File: config.mk
export PLATFORM = sky130hd
export DESIGN_NAME = led_enable_decoder
export DESIGN_NICKNAME = d
export VERILOG_FILES = /design/src/shared/led_ctrl_pkg.sv /design/src/design/led_enable_decoder.sv
export SDC_FILE = /design/constraint.sdc
export NUM_CORES = 1
export LEC_CHECK = 0
export BUFFER_PORTS_ARGS = -buffer_cell sky130_fd_sc_hd__buf_2
export CORE_UTILIZATION = 60
export CTS_CLUSTER_SIZE = 30
export DETAILED_ROUTE_END_ITERATION = 7
export PLACE_DENSITY = 0.78
export SYNTH_ARGS = -nofsm -noshare
export SYNTH_HDL_FRONTEND = slang
export SYNTH_SLANG_ARGS = --single-unit
File: constraint.sdc
create_clock -name clk_i -period 13 [get_ports clk_i]
set_input_delay 1.3 -clock clk_i [delete_from_list [all_inputs] [get_ports clk_i]]
set_output_delay 1.3 -clock clk_i [all_outputs]
set_load 0.005 [all_outputs]
File: src/shared/led_ctrl_pkg.sv
/*
 * constants for the led enable and pwm brightness decoder.
 * assumes a 125 mhz system clock; enable pins arrive asynchronously.
 */
package led_ctrl_pkg;
  localparam int unsigned CLK_MHZ          = 125;        // clock rate in mhz
  localparam int unsigned HOLDOFF_US       = 200;        // shutdown hold-off in us
  localparam int unsigned HOLDOFF_CYC      = HOLDOFF_US * CLK_MHZ; // whole cycles
  localparam int unsigned LOW_BANK_N       = 5;          // low bank outputs
  localparam int unsigned HIGH_BANK_N      = 2;          // high bank outputs
  localparam int unsigned OUT_N            = LOW_BANK_N + HIGH_BANK_N;
  localparam int unsigned CNT_W            = 16;         // period counter width
  localparam int unsigned BIN_N            = 8;          // brightness bins
  localparam logic [7:0]  STEP_RESET       = 8'h00;      // zero current after reset
  localparam logic [3:0]  SOFTSTART_CYC    = 4'hf;       // soft-start settle count
  localparam logic [CNT_W-1:0] CNT_RESET   = 16'h0000;   // counter reset value
endpackage

File: src/design/led_enable_decoder.sv
/*
 * led bank enable / shutdown control and pwm duty decoder.
 * assumes enable pins from the host are asynchronous; led detect, forward
 * voltage compare and fault flags come from same-clock analog front logic.
 */
`timescale 1ns/1ps
// Functional notes
// RULE1: run if either enable high
// RULE2: low-bank rising edge wakes immediately
// RULE3: hold 200us after falling edge before shutdown
// RULE4: host pwm 10 to 50 khz
// RULE5: eight equal bins, exponential current steps
// RULE6: duty is high-time fraction of period
// RULE7: decoding only low bank; high bank on/off
// RULE8: detect unused outputs at startup, disable
// RULE9: select largest forward voltage output for feedback
// RULE10: soft-start rearmed by shutdown, uvlo, overtemp
// RULE11: count cycles, update step once per period
module led_enable_decoder #(
  parameter int unsigned HOLDOFF = led_ctrl_pkg::HOLDOFF_CYC // hold-off cycles
) (
  input  wire logic       clk_i,            // 125 mhz clock
  input  wire logic       reset_n_i,        // sync reset, active low
  input  wire logic       en_low_i,         // low bank enable / pwm pin
  input  wire logic       en_high_i,        // high bank enable pin
  input  wire logic [6:0] led_present_i,    // led seen by detect current
  input  wire logic [6:0] vf_high_i,        // one-hot-or-more: needs most headroom
  input  wire logic       uvlo_i,           // undervoltage event
  input  wire logic       overtemp_i,       // overtemperature event
  output logic            run_o,            // device running
  output logic [7:0]      low_bank_full_current_o, // low bank step, 128 = full
  output logic            high_bank_full_current_o,// high bank on at full
  output logic [6:0]      source_en_o,      // current source enables
  output logic [2:0]      fb_sel_o,         // controlling output index
  output logic            soft_start_o      // soft-start in progress
);
  // refuse hold-off lengths that the counter or the checks below cannot serve;
  // the hold-off check expects at least eight cycles of running after a fall
  if (HOLDOFF < 16 || HOLDOFF > 32'h00ffffff) begin : g_bad_holdoff
    $error("bad HOLDOFF");
  end

  // whole state of the block
  typedef struct packed {
    logic [1:0]  low_sync;   // low pin synchroniser
    logic [1:0]  high_sync;  // high pin synchroniser
    logic        low_prev;   // last synced low level
    logic        run;        // running
    logic [23:0] hold;       // hold-off countdown
    logic [15:0] hi_cnt;     // high cycles this period
    logic [15:0] per_cnt;    // total cycles this period
    logic [7:0]  step;       // low bank current step
    logic        detected;   // led detect done
    logic [6:0]  used;       // outputs with led attached
    logic [3:0]  ss_cnt;     // soft-start counter
    logic        ss_done;    // soft-start complete
    logic [2:0]  fb;         // feedback output
  } state_t;

  state_t q, d;

  // map a bin index to an exponential step
  function automatic logic [7:0] step_of(input logic [2:0] bin);
    step_of = 8'(8'h01 << bin);
  endfunction

  logic low_s, high_s, rise, fall;
  logic [18:0] scaled; // hi_cnt * 8
  logic [2:0]  bin;

  // next-state logic
  // the enable pins pass two synchroniser stages before anything reads them.
  // run rises as soon as either synced enable is high; leaving run needs both
  // low and the hold-off countdown run out, so pwm dimming on the low pin
  // never drops the device into shutdown between pulses.
  // duty is measured from one synced rising edge of the low pin to the next:
  // high cycles against all cycles, scaled by eight and compared with each
  // bin boundary; an exact boundary lands in the lower bin.
  // a saturated period counter means the pin has stopped toggling: a pin
  // stuck high gives full current, a pin stuck low gives none.
  always_comb begin
    d      = q;
    low_s  = q.low_sync[1];
    high_s = q.high_sync[1];
    rise   = low_s & ~q.low_prev;
    fall   = ~low_s & q.low_prev;
    scaled = {q.hi_cnt, 3'h0};
    bin    = 3'h0;
    d.low_sync  = {q.low_sync[0], en_low_i};
    d.high_sync = {q.high_sync[0], en_high_i};
    d.low_prev  = low_s;
    // run / shutdown decision
    if (high_s || low_s) begin
      d.run  = 1'b1;                                   // see RULE1 see RULE2
      d.hold = 24'(HOLDOFF);
    end else if (q.run) begin
      if (fall) d.hold = 24'(HOLDOFF);                 // see RULE3
      else if (q.hold != 24'h0) d.hold = q.hold - 24'h1;
      if (q.hold == 24'h1) d.run = 1'b0;               // see RULE3
    end
    // duty measurement over each period, rising edge to rising edge
    if (rise) begin
      if (q.per_cnt != 16'h0) begin
        for (int i = 1; i < 8; i++) begin
          if (scaled > 19'(q.per_cnt) * 19'(i)) bin = 3'(i); // see RULE5
        end
        d.step = step_of(bin);                         // see RULE11
      end
      d.hi_cnt  = 16'h1;
      d.per_cnt = 16'h1;
    end else begin
      if (low_s && q.hi_cnt != 16'hffff) d.hi_cnt = q.hi_cnt + 16'h1; // see RULE6
      if (q.per_cnt != 16'hffff) d.per_cnt = q.per_cnt + 16'h1;
    end
    // constant high: full current; long idle low: zero
    if (q.per_cnt == 16'hffff) d.step = low_s ? 8'h80 : 8'h00;      // see RULE5
    if (!q.run) d.step = led_ctrl_pkg::STEP_RESET;
    // led detect once per startup; the detect result stays until shutdown,
    // so an led switched in later is only seen after the next wake
    if (q.run && !q.detected) begin
      d.used     = led_present_i;                      // see RULE8
      d.detected = 1'b1;
    end
    // soft-start: counts up once after wake, then stays done until shutdown
    // or a supply or temperature fault re-arms it
    if (!q.run || uvlo_i || overtemp_i) begin
      d.ss_cnt   = 4'h0;                               // see RULE10
      d.ss_done  = 1'b0;
      d.detected = q.run ? q.detected : 1'b0;
    end else if (!q.ss_done) begin
      d.ss_cnt = q.ss_cnt + 4'h1;
      if (q.ss_cnt == led_ctrl_pkg::SOFTSTART_CYC) d.ss_done = 1'b1;
    end
    // controlling output: lowest index among used needing most headroom
    d.fb = q.fb;
    for (int k = 6; k >= 0; k--) begin
      if (vf_high_i[k] && q.used[k]) d.fb = 3'(k);    // see RULE9
    end
  end

  // state register
  always_ff @(posedge clk_i) begin
    if (!reset_n_i) begin
      q <= '0;
    end else begin
      q <= d;
    end
  end

  // outputs
  // all outputs come straight from the state register or from a gate of
  // registered terms, so none of them follows a pin without synchronising
  assign run_o                    = q.run;
  assign low_bank_full_current_o  = q.step;                     // see RULE7
  assign high_bank_full_current_o = q.run & q.high_sync[1];     // see RULE7
  assign source_en_o              = q.detected ? q.used : 7'h00; // see RULE8
  assign fb_sel_o                 = q.fb;
  assign soft_start_o             = q.run & ~q.ss_done;

  // assertions
  run_on_enable_a: assert property (@(posedge clk_i) disable iff (!reset_n_i) // see RULE1
    (q.low_sync[1] || q.high_sync[1]) |=> q.run) else $error("not running while enabled");
  wake_fast_a: assert property (@(posedge clk_i) disable iff (!reset_n_i) // see RULE2
    $rose(q.low_sync[1]) |=> q.run) else $error("slow wake");
  hold_run_a: assert property (@(posedge clk_i) disable iff (!reset_n_i) // see RULE3
    ($fell(q.low_sync[1]) && !q.high_sync[1] && q.run) |=> q.run [*8])
    else $error("dropped during hold-off");
  step_onehot_a: assert property (@(posedge clk_i) disable iff (!reset_n_i) // see RULE5
    $onehot0(q.step)) else $error("step not exponential");
  zero_off_a: assert property (@(posedge clk_i) disable iff (!reset_n_i) // see RULE5
    !q.run |=> q.step == 8'h00) else $error("current while shut down");
  step_per_a: assert property (@(posedge clk_i) disable iff (!reset_n_i) // see RULE11
    $changed(q.step) |-> ($past(rise) || !$past(q.run) || $past(q.per_cnt) == 16'hffff))
    else $error("step changed mid period");
  unused_off_a: assert property (@(posedge clk_i) disable iff (!reset_n_i) // see RULE8
    (source_en_o & ~q.used) == 7'h00) else $error("unused source on");
  fb_used_a: assert property (@(posedge clk_i) disable iff (!reset_n_i) // see RULE9
    $changed(q.fb) |-> q.used[q.fb]) else $error("feedback on unused output");
  ss_rearm_a: assert property (@(posedge clk_i) disable iff (!reset_n_i) // see RULE10
    (q.ss_done && q.run && !uvlo_i && !overtemp_i) |=> q.ss_done)
    else $error("soft-start rearmed");
  shut_both_low_a: assert property (@(posedge clk_i) disable iff (!reset_n_i) // see RULE1
    $fell(q.run) |-> (!$past(q.low_sync[1]) && !$past(q.high_sync[1])))
    else $error("shut down while enabled");
  hold_count_a: assert property (@(posedge clk_i) disable iff (!reset_n_i) // see RULE3
    (q.run && !q.low_sync[1] && !q.high_sync[1] && q.hold > 24'h1) |=> q.run)
    else $error("hold-off cut short");
  detect_once_a: assert property (@(posedge clk_i) disable iff (!reset_n_i) // see RULE8
    $changed(q.used) |-> !$past(q.detected))
    else $error("led detect repeated while running");

  // cover the main scenarios: wake, shutdown, full step, mid step, re-arm
  wake_c: cover property (@(posedge clk_i) !q.run ##1 q.run);
  mid_c: cover property (@(posedge clk_i) q.step == 8'h08);
  rearm_c: cover property (@(posedge clk_i) (q.run && q.ss_done) ##1 !q.ss_done);
  shut_c: cover property (@(posedge clk_i) q.run ##1 !q.run);
  full_c: cover property (@(posedge clk_i) q.step == 8'h80);
endmodule

==> results of run 1 <==
-- worst min-delay path by stage --
stage | startpoint | to | slack [ns] | cells after the start
2_1_floorplan | d[85]$_SDFF_PN0_ | d[81]$_SDFF_PN0_ | 0.41 | 1
3_3_place_gp | d[85]$_SDFF_PN0_ | d[81]$_SDFF_PN0_ | 0.41 | 1
3_5_place_dp | d[83]$_SDFF_PN0_ | high_s$_SDFF_PN0_ | 0.42 | 1
4_1_cts | d[83]$_SDFF_PN0_ | high_s$_SDFF_PN0_ | 0.43 | 1
5_1_grt | d[83]$_SDFF_PN0_ | high_s$_SDFF_PN0_ | 0.44 | 1
6_report | d[83]$_SDFF_PN0_ | high_s$_SDFF_PN0_ | 0.43 | 1
-- cells in the mapped netlist (18+ instances only) --
| master | number |
|---|---|
| nand4_1 | 27 |
| dfxtp_1 | 86 |
| ha_1 | 175 |
| nand2b_1 | 22 |
| inv_1 | 45 |
| o21ai_1 | 18 |
| nand3_1 | 26 |
| nor2_1 | 91 |
| nor3_1 | 22 |
| fa_1 | 18 |
| nor2b_1 | 25 |
| a21oi_1 | 74 |
| nand2_1 | 57 |
| xnor2_1 | 41 |
| a21o_1 | 34 |
| xor2_1 | 40 |
| o21ai_0 | 27 |
-- area by class of cell --
| class | instances | share of cell area |
|---|---|---|
| inverter | 46 | 0.0185 |
| multi-input combinational | 865 | 0.716 |
| clock inverter | 6 | 0.00994 |
| sequential | 86 | 0.185 |
| timing repair buffer | 41 | 0.0223 |
| clock buffer | 9 | 0.0242 |
| tap | 180 | 0.0242 |
-- power by group --
group	switching (mW)	internal [mW]	leakage, nW
Clock	0.111	0.169	0.149
Combinational	0.0699	0.0546	3.57
Sequential	0.0128	0.273	0.698
Total	0.194	0.497	4.42
-- sequential cells by signal, summed over array words and instances (netlist names) --
signal	flops
q	70
d	3
high_s	1
low_bank_full_current_o	8
run_o	1
fb_sel_o	3
-- critical path, cell delays in order, from the launching register on --
cell       delay, ns
dfxtp_1         0.43
fa_1            0.58
ha_1            0.17
inv_1           0.06
fa_1            0.39
nor2b_1         0.13
o21ai_1         0.09
a21oi_1         0.19
o21ai_1         0.10
a21boi_0        0.24
o2111ai_1       0.17
a31oi_1         0.24
a21o_1          0.15
a21oi_1         0.08
o21a_1          0.20
ha_1            0.29
nand3_1         0.10
o41ai_1         0.31
a21oi_1         0.16
or4b_4          0.54
or4_4           0.57
o31ai_1         0.28
-- per-stage QoR --
step                cell area, µm²   util  hold WS [ns]  total power, mW
floorplan                     8710      -         0.412            0.382
global placement              8990  0.640         0.413            0.412
detailed placement            8990  0.640         0.423            0.414
CTS                           9310  0.663         0.433            0.691
global route                  9310  0.663         0.439            0.721
finish                        9310  0.663         0.430            0.691
-- metal layers --
| metal | part of all wire | GRT usage | vias to the layer above |
|---|---|---|---|
| met1 | 0.49 | 0.378 | 3401 |
| met4 | 0.019 | 0.0777 | 0 |
| met5 | 0 | 0 | - |
| li1 | - | - | 3756 |
| met2 | 0.45 | 0.458 | 150 |
| met3 | 0.046 | 0.0414 | 29 |
-- kinds of logic after synthesis --
group	share of synthesized area
multiplexers	0.0126
adder cells (fa/ha/maj)	0.294
AND/OR/NAND/NOR	0.201
XOR/XNOR	0.0814
buffers and inverters	0.0372
flip-flops	0.198
AO/OA/AOI/OAI	0.176
==> qor.yml, run 1 <==
placement:
  dp_hpwl_mm: 15.7
  port_buffers: 40
  place_inst: 1218
  pre_cts_slack_ns: 7.46
  gp_congestion: 0.891
cells_and_area:
  fillers: 1172
  final_common_cell: "ha_1"
  seq_area_um2: 1720
  final_net_count: 1262
  multi_input_area_um2: 6670
  syn_to_final_growth_pct: 6.88
  layout-drive-gt1-share: 0.0646
  final_cell_mix: "ha_1 (175), nor2_1 (91), dfxtp_1 (86), a21oi_1 (74), nand2_1 (57)"
  num_antenna_cells: 0
  instances_no_fill: 1233
die:
  num_rows: 43
  coreArea_um2: 14000
  die-height_um: 122
  start_util: 0.620
  ios: 41
  die_w_um: 122
  dieArea_um2: 15000
pwr:
  ir_worst_vdd_mv: 0.0573
  power.density_nw_per_um2: 74.2
  p_leak_nw: 4.42
synth:
  synth-edff-count: 0
  synthArstFlopShare: 0
  yosysSeqAreaShare: 0.198
  avgSynthCellArea_um2: 8.50
  synth.distinct_cells: 67
  synthesis.area_um2: 8710
  ys_seq_elements: 86
  syn-num-nets: 1238
  netlist_top_cells_area: "ha_1 (25%), dfxtp_1 (20%), a21oi_1 (4.3%), fa_1 (4.1%), xnor2_1 (4.1%)"
  synth_top_area_frac: 0.251
  syn_inst: 1025
  yosysTopAreaCell: "ha_1"
  synth_ff_type: "dfxtp_1"
  ys_warn_count: 0
timing:
  tightestPinTransition_ns: 1.17
  fin_crit_ns: 5.58
  tns_ns: 0
  rsz0062_at_grt: "false"
  finalHoldViolCount: 0
  fin_worst_skew_ns: 0.00891
  finalMaxSlewViolations: 0
  layout_setup_ws_ns: 7.42
  slew_headroom: 0.216
  fmax_ghz: 0.179
  finalCritPeriodShare: 0.430
  setup_violations: 0
clocking:
  postCtsSetupBuffers: 0
  postCtsHoldBufs: 0
  cts-root-buf: "clkbuf_16"
  numClockSinks: 86
  ctsResizeCount: 0
  htreeDepth: 3
  clk_pin_slew_worst_paths_ns: 0.06
  clk-insertion-delay-late_ns: 0.35
  clockBufferDepth: 2
  cts_tree: "built"
  cts_made_buffers: 9
route:
  post-route-drc-count: 0
  drt_wl_total_mm: 19.9
  dr.pass1.iters: 5
  drtIter0Drc: 450
  antenna_left: 0
  avgRoutedWirePerCell_um: 16.1
  route.vias.total: 7336
  viasPerCell: 5.95
critical_path:
  start_kind: "flop"
  r2r_slack_ns: 7.42
  cp_max_fo: 10
  crit_type: "flop to flop"
  critPathLaunch: "q[24]$_SDFFE_PN0P_"
  rr_worst_depth: 21
  arrival_ns: 5.83
  r2r_end: "low_bank_full_current_o[0]$_SDFFE_PN0P_"
  cp.required_ns: 13.24
  rr_startpoint: "q[24]$_SDFFE_PN0P_"
  cp-endpoint: "low_bank_full_current_o[0]$_SDFFE_PN0P_"
  crit_path_end_kind: "flop"
global_routing:
  grt_max_degree: 31
  grt_overflow_total: 0
  grt_pass1_vias: 6765
  grtUsageTotal: 0.279
  antenna_found_initial: 0
  grt_pass1_wl_mm: 33.1
job:
  drv_cap: 0
status:
  status: "completed"
worst_hold_path:
  worst_hold_path_type: "flop to flop"
No activity file was read; power rests on OpenSTA's default activity.
==> run 2: changes to the inputs <==
ABC_AREA = 1   (was default)
CORE_UTILIZATION = 58   (was 60)
PLACE_DENSITY = 0.79   (was 0.78)
clock period = 4.65 ns   (was 13 ns; I/O delays follow)
==> qor.yml, run 2 <==
status:
  status: "completed"
clocking:
  numClockSinks: 86
  cts_made_buffers: 9
  cts_tree: "built"
  clockBufferDepth: 2
  cts-root-buf: "clkbuf_16"
  clk-insertion-delay-late_ns: 0.35
  htreeDepth: 3
  clk_pin_slew_worst_paths_ns: 0.07
cells_and_area:
  final_common_cell: "nand2_1"
  layout-drive-gt1-share: 0.120
  fillers: 1317
  instances_no_fill: 1564
  num_antenna_cells: 0
  final_core_util: 0.667
  final_net_count: 1561
  multi_input_area_um2: 6860
  largest_reg_flops: 70
  syn_to_final_growth_pct: 10.8
  final_cell_mix: "nand2_1 (217), ha_1 (171), inv_1 (170), a21oi_1 (141), nor2_1 (99)"
  stdcell_area_um2: 10200
  seq_area_um2: 1740
  top_register: "q"
critical_path:
  cpMostUsedCell: "nand2_1"
  critPathBufInv: 4
  cp.required_ns: 4.93
  cp_slowest_cell: "fa_1"
  critPathMaxStageDelay_ns: 0.60
  crit_type: "flop to flop"
  r2r_slack_ns: 0.24
  start_kind: "flop"
  crit_family: "compound AO/OA/AOI/OAI gates"
  cp_max_fo: 8
  arrival_ns: 4.69
  crit_path_end_kind: "flop"
synth:
  syn-num-nets: 1500
  yosysTopAreaCell: "ha_1"
  avgSynthCellArea_um2: 7.19
  synthesis.area_um2: 9250
  synth-edff-count: 0
  ys_seq_elements: 86
  ys_top_cells_by_count: "nand2_1 (218), ha_1 (175), inv_1 (171), a21oi_1 (143), nor2_1 (101)"
  netlist_top_cells_area: "ha_1 (24%), dfxtp_1 (19%), nand2_1 (8.8%), a21oi_1 (7.7%), inv_1 (6.9%)"
  synth.distinct_cells: 53
  yosysSeqAreaShare: 0.186
  yosysMostFrequentCell: "nand2_1"
  synthArstFlopShare: 0
  ys_warn_count: 0
  synth_top_area_frac: 0.237
  syn_inst: 1287
  synth_ff_type: "dfxtp_1"
placement:
  port_buffers: 40
  gp_congestion: 0.913
  dp_hpwl_mm: 18.9
  place_area_um2: 9770
  place_inst: 1542
global_routing:
  grt_max_degree: 18
  grt_overflow_total: 0
  antenna_found_initial: 0
  grt_pass1_wl_mm: 40.2
  grtUsageTotal: 0.305
  grt_pass1_vias: 8605
pwr:
  ir_worst_vdd_mv: 0.218
  power.density_nw_per_um2: 195
  p_leak_nw: 5.10
  totalPowerFinal_mw: 2.00
timing:
  setup_violations: 0
  fmax_ghz: 0.227
  finalHoldViolCount: 0
  fin_worst_skew_ns: 0.00840
  finalMaxSlewViolations: 0
  fin_crit_ns: 4.41
  whs_ns: 0.293
  slew_headroom: 0.495
  tightestPinTransition_ns: 0.757
  finalCritPeriodShare: 0.949
die:
  ios: 41
  start_util: 0.602
  coreArea_um2: 15400
  die-height_um: 128
  die_w_um: 128
  num_rows: 45
  dieArea_um2: 16500
job:
  drv_cap: 0
route:
  drt_wl_total_mm: 24.5
  post-route-drc-count: 0
  dr.pass1.iters: 5
  avgRoutedWirePerCell_um: 15.7
  viasPerCell: 5.82
  drtIter0Drc: 520
  antenna_left: 0
  route.vias.total: 9108
worst_hold_path:
  worst_hold_path_type: "primary input to flop"
## run 2: changes by cell type in the layout (fill, tap and decap cells not counted), sizes merged, moves of 29 or more
cell	change
nand2	+175
nand3	+29
inv	+131
a21oi	+72
xnor2	-34
a21o	-30
## run 2: final timing paths
path | startpoint | to | cells after the start
worst max register to register | q[26]$_SDFFE_PP0P_ | low_bank_full_current_o[2]$_SDFFE_PN0P_ | 28
worst min register to register | d[85]$_SDFF_PN0_ | d[81]$_SDFF_PN0_ | 2
worst min-delay path | en_high_i | d[83]$_SDFF_PN0_ | 3
worst max-delay path | q[26]$_SDFFE_PP0P_ | low_bank_full_current_o[2]$_SDFFE_PN0P_ | 28
## run 2: metal layers
layer,global-route usage,up-vias,routed length [µm]
li1,-,4528,-
met1,0.395,4204,10900
met2,0.510,303,11300
met3,0.0313,73,1430
met4,0.145,0,832
met5,0,-,0
## run 2: final cells by class
| type | instances | area share |
|---|---|---|
| multi-input combinational | 1006 | 0.669 |
| tap | 211 | 0.0258 |
| timing repair buffer | 68 | 0.0416 |
| clock inverter | 6 | 0.00513 |
| sequential | 86 | 0.170 |
| clock buffer | 10 | 0.0233 |
| inverter | 177 | 0.0651 |
## run 2: per-stage QoR
step	setup TNS [ns]	setup WS, ns
final	0	0.237
after detailed placement	0	0.0388
after global placement	0	0.137
after global routing	-0.335	-0.0978
after floorplan	0	0.172
after CTS	0	0.0242
## run 2: cells by family (layout without fill, tap and decap cells)
family          count (synthesis)  count (layout)  synth area share
fa+ha+maj                     193             193             0.276
buf+inv                       195             261            0.0842
flops                          86              86             0.186
xor+xnor                       39              39            0.0369
simple gates                  508             508             0.254
compound gates                266             266             0.163
## run 2: power breakdown
part,switching [mW],internal (mW),total (mW)
sequential,0.0284,0.764,0.792
clock,0.335,0.387,0.722
combinational,0.303,0.181,0.485
## run 2: tightest hold or removal path, stage by stage
cell	delay [ns]
buf_2	0.07
nand2_1	0.04
inv_1	0.04
## run 2: repair_timing
action,in CTS,in global routing
hold buffers,0,0
buffers inserted,0,6
gates resized for setup,0,39
endpoints found under the setup margin,0,8
